File: src/common/dlpc_defs.vh
`ifndef DLPC_DEFS_VH
`define DLPC_DEFS_VH

// Operating modes
`define DLPC_MODE_W 3
`define DLPC_MODE_SX_DOWN 3'h0
`define DLPC_MODE_SX_UP 3'h1
`define DLPC_MODE_DRAIN 3'h2
`define DLPC_MODE_FILL 3'h3
`define DLPC_MODE_DX_DOWN 3'h4
`define DLPC_MODE_DX_UP 3'h5

// Register byte addresses
`define DLPC_ADDR_W 12
`define DLPC_REG_CTRL 12'h000
`define DLPC_REG_STAT 12'h004
`define DLPC_REG_SENS 12'h008

// Control field positions
`define DLPC_CTRL_MODE_LSB 0
`define DLPC_CTRL_MODE_MSB 2
`define DLPC_CTRL_INV 3
`define DLPC_CTRL_ALT_EN 4
`define DLPC_CTRL_SEP_STOP 5
`define DLPC_CTRL_MAN_B_LEAD 6
`define DLPC_CTRL_RUN 7
`define DLPC_CTRL_W 8
`define DLPC_CTRL_RST 8'h00

// Status field positions
`define DLPC_STAT_A_RUN 0
`define DLPC_STAT_B_RUN 1
`define DLPC_STAT_B_LEAD 2
`define DLPC_STAT_W 3

// Sensor bit positions
`define DLPC_SENS_W 4
`define DLPC_S_LEAD_BEGIN 0
`define DLPC_S_LAG_BEGIN 1
`define DLPC_S_LEAD_HALT 2
`define DLPC_S_LAG_HALT 3

`endif

File: src/design/dlpc_sync.v
`timescale 1ns/1ps
`default_nettype none
module dlpc_sync #(
    parameter WIDTH = 4
) (
    input wire pclk,
    input wire presetn,
    input wire [WIDTH-1:0] async_in,
    output reg [WIDTH-1:0] sync_out
);
    reg [WIDTH-1:0] s1_q;
    reg [WIDTH-1:0] s2_q;
    reg [WIDTH-1:0] s3_q;
    integer i;

    // Three stages, accept change when second and third agree
    always @(posedge pclk or negedge presetn) begin
        if (!presetn) begin
            s1_q <= {WIDTH{1'b0}};
            s2_q <= {WIDTH{1'b0}};
            s3_q <= {WIDTH{1'b0}};
            sync_out <= {WIDTH{1'b0}};
        end else begin
            s1_q <= async_in;
            s2_q <= s1_q;
            s3_q <= s2_q;
            for (i = 0; i < WIDTH; i = i + 1) begin
                if (s2_q[i] == s3_q[i]) begin
                    sync_out[i] <= s3_q[i];
                end
            end
        end
    end
endmodule // dlpc_sync
`default_nettype wire

File: src/design/dlpc_contact.v
`timescale 1ns/1ps
`default_nettype none
module dlpc_contact (
    input wire pclk,
    input wire presetn,
    input wire run,
    input wire inverse,
    input wire sensor_closed,
    output reg make_on,
    output reg break_on,
    output reg led_on
);
    // Contact and indicator drive
    always @(posedge pclk or negedge presetn) begin
        if (!presetn) begin
            make_on <= 1'b0;
            break_on <= 1'b1;
            led_on <= 1'b0;
        end else begin
            make_on <= run;
            break_on <= ~run;
            led_on <= inverse ? ~sensor_closed : sensor_closed;
        end
    end
endmodule // dlpc_contact
`default_nettype wire

File: src/design/dlpc_top.v
// Behaviour
// - Inverse polarity darkens the indicator on a closed sensor and direct lights it; make and break follow the pump run state in both.
// - Simplex pump-down starts the pump when the level reaches the begin probe.
// - Simplex pump-down holds the pump until the level falls below the halt probe, then stops.
// - Simplex pump-up starts below the begin probe and runs until the level reaches the halt probe.
// - Drain opens the valve at the begin probe and closes it below the end probe.
// - Fill opens the valve below the begin probe and closes it at the end probe.
// - Duplex pump-down with alternation swaps lead and lag each cycle and starts lead at its begin probe.
// - Duplex pump-down with shared stop starts lag at its begin probe and runs both until below the shared halt.
// - Duplex pump-down with separate stops stops each pump below its own halt probe.
// - Duplex pump-up with alternation and shared stop starts lead and lag as level drops and runs both to the shared halt.
// - Duplex pump-up with separate stops stops each pump when the level reaches its own halt probe.
// - Without alternation a fixed lead order set by the manual jumper is kept.
//
// Implementation choices: the APB slave port and the register offsets.
`timescale 1ns/1ps
`default_nettype none
`include "dlpc_defs.vh"
module dlpc_top (
    input wire pclk,
    input wire presetn,
    input wire psel,
    input wire penable,
    input wire pwrite,
    input wire [`DLPC_ADDR_W-1:0] paddr,
    input wire [31:0] pwdata,
    input wire [3:0] pstrb,
    output wire [31:0] prdata,
    output wire pready,
    output wire pslverr,
    input wire [`DLPC_SENS_W-1:0] sensor_in,
    output wire pump_a_make,
    output wire pump_a_break,
    output wire pump_a_led,
    output wire pump_b_make,
    output wire pump_b_break,
    output wire pump_b_led
);
    reg [`DLPC_CTRL_W-1:0] ctrl_q;
    reg [31:0] prdata_q;
    reg lead_q;
    reg lag_q;
    reg b_lead_q;
    reg lead_d;
    reg lag_d;
    wire [`DLPC_SENS_W-1:0] sens;
    wire [`DLPC_MODE_W-1:0] mode;
    wire duplex;
    wire up_dir;
    wire lead_stop;
    wire run_a;
    wire run_b;
    wire wr_en;
    wire rd_en;
    wire addr_ok;

    function reached;
        input up;
        input s;
        begin
            // Pump-down: reached when covered; pump-up: reached when uncovered
            reached = up ? ~s : s;
        end
    endfunction

    assign mode = ctrl_q[`DLPC_CTRL_MODE_MSB:`DLPC_CTRL_MODE_LSB];
    assign duplex = (mode == `DLPC_MODE_DX_DOWN) || (mode == `DLPC_MODE_DX_UP);
    assign up_dir = (mode == `DLPC_MODE_SX_UP) || (mode == `DLPC_MODE_FILL) || (mode == `DLPC_MODE_DX_UP);

    dlpc_sync #(
        .WIDTH(`DLPC_SENS_W)
    ) u_sync (
        .pclk(pclk),
        .presetn(presetn),
        .async_in(sensor_in),
        .sync_out(sens)
    );

    // APB slave
    assign addr_ok = (paddr == `DLPC_REG_CTRL) || (paddr == `DLPC_REG_STAT) || (paddr == `DLPC_REG_SENS);
    assign wr_en = psel && penable && pwrite;
    assign rd_en = psel && !penable && !pwrite;
    assign pready = 1'b1;
    assign prdata = prdata_q;
    assign pslverr = psel && penable && !addr_ok;

    always @(posedge pclk or negedge presetn) begin
        if (!presetn) begin
            ctrl_q <= `DLPC_CTRL_RST;
            prdata_q <= 32'h0;
        end else begin
            if (wr_en && paddr == `DLPC_REG_CTRL && pstrb[0]) begin
                ctrl_q <= pwdata[`DLPC_CTRL_W-1:0];
            end
            if (rd_en) begin
                case (paddr)
                    `DLPC_REG_CTRL: prdata_q <= {{(32-`DLPC_CTRL_W){1'b0}}, ctrl_q};
                    `DLPC_REG_STAT: prdata_q <= {{(32-`DLPC_STAT_W){1'b0}}, b_lead_q, run_b, run_a};
                    `DLPC_REG_SENS: prdata_q <= {{(32-`DLPC_SENS_W){1'b0}}, sens};
                    default: prdata_q <= 32'h0;
                endcase
            end
        end
    end

    // Pump sequencing
    always @* begin
        lead_d = lead_q;
        lag_d = lag_q;
        if (!ctrl_q[`DLPC_CTRL_RUN]) begin
            lead_d = 1'b0;
            lag_d = 1'b0;
        end else begin
            if (reached(up_dir, sens[`DLPC_S_LEAD_BEGIN])) begin
                lead_d = 1'b1;
            end
            if (!reached(up_dir, sens[`DLPC_S_LEAD_HALT]) && !reached(up_dir, sens[`DLPC_S_LEAD_BEGIN])) begin
                lead_d = 1'b0;
            end
            if (duplex) begin
                if (reached(up_dir, sens[`DLPC_S_LAG_BEGIN])) begin
                    lag_d = 1'b1;
                end
                if (ctrl_q[`DLPC_CTRL_SEP_STOP]) begin
                    if (!reached(up_dir, sens[`DLPC_S_LAG_HALT]) && !reached(up_dir, sens[`DLPC_S_LAG_BEGIN])) begin
                        lag_d = 1'b0;
                    end
                end else begin
                    if (!reached(up_dir, sens[`DLPC_S_LEAD_HALT]) && !reached(up_dir, sens[`DLPC_S_LAG_BEGIN])) begin
                        lag_d = 1'b0;
                    end
                end
            end else begin
                lag_d = 1'b0;
            end
        end
    end

    // Valve modes share the simplex sequence
    assign lead_stop = lead_q && !lead_d;

    always @(posedge pclk or negedge presetn) begin
        if (!presetn) begin
            lead_q <= 1'b0;
            lag_q <= 1'b0;
            b_lead_q <= 1'b0;
        end else begin
            lead_q <= lead_d;
            lag_q <= lag_d;
            if (!ctrl_q[`DLPC_CTRL_ALT_EN]) begin
                b_lead_q <= ctrl_q[`DLPC_CTRL_MAN_B_LEAD];
            end else if (lead_stop && duplex) begin
                b_lead_q <= ~b_lead_q;
            end
        end
    end

    assign run_a = b_lead_q ? lag_q : lead_q;
    assign run_b = b_lead_q ? lead_q : lag_q;

    dlpc_contact u_con_a (
        .pclk(pclk),
        .presetn(presetn),
        .run(run_a),
        .inverse(ctrl_q[`DLPC_CTRL_INV]),
        .sensor_closed(sens[`DLPC_S_LEAD_BEGIN]),
        .make_on(pump_a_make),
        .break_on(pump_a_break),
        .led_on(pump_a_led)
    );

    dlpc_contact u_con_b (
        .pclk(pclk),
        .presetn(presetn),
        .run(run_b),
        .inverse(ctrl_q[`DLPC_CTRL_INV]),
        .sensor_closed(sens[`DLPC_S_LAG_BEGIN]),
        .make_on(pump_b_make),
        .break_on(pump_b_break),
        .led_on(pump_b_led)
    );
endmodule // dlpc_top
`default_nettype wire

File: config.mk
export PLATFORM = sky130hd
export DESIGN_NAME = dlpc_top
export DESIGN_NICKNAME = d
export VERILOG_FILES = /design/src/design/dlpc_sync.v /design/src/design/dlpc_contact.v /design/src/design/dlpc_top.v
export VERILOG_INCLUDE_DIRS = /design/src /design/src/common
export SDC_FILE = /design/constraint.sdc
export NUM_CORES = 1
export LEC_CHECK = 0
export ABC_CLOCK_PERIOD_IN_PS = 2540
export BUFFER_PORTS_ARGS = -buffer_cell sky130_fd_sc_hd__buf_2
export CAP_MARGIN = 15
export CORE_ASPECT_RATIO = 2
export CORE_UTILIZATION = 48
export DETAILED_ROUTE_END_ITERATION = 8
export PLACE_DENSITY_LB_ADDON = 0.3
export SLEW_MARGIN = 20
export SYNTH_ARGS = -nofsm -noshare
export SYNTH_HDL_FRONTEND = slang
export SYNTH_HIERARCHICAL = 1
export SYNTH_SLANG_ARGS = --single-unit
File: constraint.sdc
create_clock -name pclk -period 2.54 [get_ports pclk]
set_input_delay 0.508 -clock pclk [delete_from_list [all_inputs] [get_ports pclk]]
set_output_delay 0.508 -clock pclk [all_outputs]
set_load 0.02 [all_outputs]
==> results.toml <==
[placed_design]
portBuffers = 44
place_hpwl_um = 2490
gp_congestion = 0.834
dp_cells = 240

[critical_path]
end_kind = "output pin"
critPathArrivalTime_ps = 1420
r2r-start = "ctrl_q[0]"
r2r_setup_slack_ps = 960
cp_slowest_cell = "nor4_4"
worstSetupPathType = "input port to output pin"
r2r_end = "b_lead_q"
reg2regPathDepth = 4
worstSetupStartpointType = "input port"
worstPathRequired_ps = 2030
cpLargestDelayFamily = "simple AND/OR/NAND/NOR gates"
cp_common_cell = "buf_2"
path_cells = "buf_2 > nor4_4 > and3_1 > a21oi_1 > buf_2"
path_buf_inv = 2
critical_path_peak_fanout = 3
critPathMaxStageDelay_ps = 330

[synthesis]
yosys.area.top_type_share_pct = 53.3
netlist_instances = 150
yosysMostFrequentCell = "dfrtp_1"
synth_cell_type_count = 33
yosys-top-cells-count = "dfrtp_1, buf_4, nand2_1, mux2_2"
ys_top_cells_by_area = "dfrtp_1, buf_4, mux2_2"
async_flop_share_pct = 100
yosys.area.top_type = "dfrtp_1"
synth_edf_count = 0
yosys_warnings = 6
ys_seq_area_share_pct = 56.2
syn_area_mm2 = 0.00183
ys_ff_latch = 41
synth.avg_cell_area_um2 = 12.2
synthFlopType = "dfrtp_1"

[clocking]
ctsRootBufferMaster = "clkbuf_8"
post_cts_resize_count = 0
cts_buffer_depth = 2
cts_sinks = 41
h-tree-depth = 2
clk-insertion-delay-late_ps = 280
cts_tree = "built"
hold_buffers = 0
cts_setup_buffers = 0
clk_pin_slew_ps = 70
cts_made_buffers = 5

[finish]
fin_cells = 247
drive_gt1_share_pct = 35.4
syn_to_final_growth_pct = 14.6
antenna-diode-count = 0
fin_nets = 255

[status]
status = "completed"

[pwr]
share_seq_of_total_power_pct = 56.6
swShare_pct = 23.9
ir_drop_mv = 0.534
clkPwrFrac_pct = 33.9
p_int_mw = 0.923
p_comb_share_pct = 9.6
leakage_nw = 1.06
powerDensity_mw_per_mm2 = 578
switching_power_mw = 0.289
finalPower_mw = 1.21

[routing]
wl_per_cell_um = 12.4
drt_iter0_drc = 23
viasPerCell = 4.77
ant_nets = 0
drc = 0
routed_wirelength_um = 3070
via_count = 1178
firstDrtPassIters = 4

[global_routing]
overflow = 0
antenna_found_initial = 0
grtUsageTotal_pct = 16.8
grt_pass1_vias = 1127
grt_max_degree = 42
grt_pass1_wl_um = 4710

[min_path]
hold-path-endpoint = "u_sync/s1_q[3]"
min_path_type = "input port to register"
holdPathStages = 1
hold_start = "sensor_in[3]"

[flow_run]
drv_cap = 0

[sta]
tightest_slew_ps = 881
min_period_over_period_pct = 76.1
rsz0062_at_grt = "no"
clock_skew_ps = 8.01
maxSlewViolCount = 0
setup_viol = 0
max_slew_margin_pct = 41.3
finalSetupTns_ps = 0
fin_crit_ps = 1930
timing.fmax_ghz = 0.517
hold_violations = 0

[floorplanning]
initial_core_util_pct = 50.2
core_mm2 = 0.00365
design.die.area_mm2 = 0.00408
row_count = 31
fp.dieW_um = 45.7
die_height_um = 89.3
pin_count = 97
-- registers in the layout, indices dropped and copies added, names as in the netlist --
signal	cells
lag_q	1
prdata	8
u_con_b/break_on	1
u_sync/sync_out	4
u_sync/s3_q	4
u_sync/s2_q	4
u_con_b/led_on	1
u_sync/s1_q	4
u_con_a/break_on	1
u_con_a/led_on	1
lead_q	1
b_lead_q	1
ctrl_q	8
u_con_a/make_on	1
u_con_b/make_on	1
-- logic make-up (layout without fill, tap and decap cells) --
| logic type | after synthesis | after routing | synth area share [%] |
|---|---|---|---|
| and+or+nand+nor | 36 | 36 | 12.2 |
| DFF | 41 | 41 | 56.2 |
| other | 2 | 25 | 0.410 |
| adders and majority gates | 4 | 4 | 2.46 |
| AOI/OAI and AO/OA | 15 | 15 | 5.47 |
| buffers and inverters | 31 | 56 | 11.5 |
| xor gates and xnor gates | 6 | 6 | 2.87 |
| muxes | 15 | 15 | 8.89 |
-- layout by cell type, fill, tap and decap left out, types with 2 or more instances in the layout --
cell | Yosys | layout
buf_2 | 0 | 44
dfrtp_1 | 39 | 39
conb_1 | 2 | 25
nand2_1 | 17 | 17
mux2_2 | 8 | 8
clkbuf_8 | 0 | 6
nor2_1 | 5 | 5
inv_1 | 5 | 5
mux2i_1 | 5 | 5
o21ai_0 | 5 | 5
maj3_2 | 4 | 4
a21oi_1 | 3 | 3
xnor2_1 | 3 | 3
xor2_1 | 3 | 3
o221ai_1 | 3 | 3
nor4_4 | 2 | 2
and3_1 | 2 | 2
mux2_1 | 2 | 2
dfstp_2 | 2 | 2
-- worst max-delay path by stage --
| stage | start | endpoint | cells after the start |
|---|---|---|---|
| 2_1_floorplan | paddr[7] | ctrl_q[0] | 4 |
| 6_report | paddr[1] | pslverr | 5 |
| 3_5_place_dp | paddr[1] | ctrl_q[5] | 5 |
| 5_1_grt | paddr[1] | ctrl_q[6] | 5 |
| 4_1_cts | paddr[1] | pslverr | 5 |
| 3_3_place_gp | paddr[1] | ctrl_q[6] | 5 |
-- metrics by stage --
step / area (um^2) / util, % / setup slack, ps / hold WS (ps)
2_1_floorplan: 1920 / - / 711 / 212
3_3_place_gp: 2010 / 55.0 / 373 / 334
3_5_place_dp: 2010 / 55.0 / 299 / 337
4_1_cts: 2100 / 57.5 / 591 / 322
5_1_grt: 2100 / 57.5 / 520 / 314
6_report: 2100 / 57.5 / 607 / 331
-- final cells by class --
cell class | count | area [um^2]
Clock buffer | 6 | 82.6
Clock inverter | 1 | 7.51
Fill cell | 367 | 1550
Inverter | 5 | 18.8
Multi-Input combinational cell | 101 | 678
Sequential cell | 41 | 1030
Tap cell | 49 | 61.3
Timing Repair Buffer | 44 | 220
-- power by group through the flow --
stage	clock, mW	combinational, mW	sequential [mW]
finish	0.410	0.116	0.685
global route	0.447	0.130	0.688
CTS	0.424	0.117	0.686
detailed placement	0	0.117	0.699
global placement	0	0.114	0.698
floorplan	0	0.0942	0.699
-- metal layers --
layer  global-route usage [%]  wire length, um  vias up
li1                         -                -      560
met1                     15.5             1040      574
met2                     31.0             1830       38
met3                     3.03              110        6
met4                     11.3               81        0
met5                        0                0        -
(Power assumes the default switching activity.)
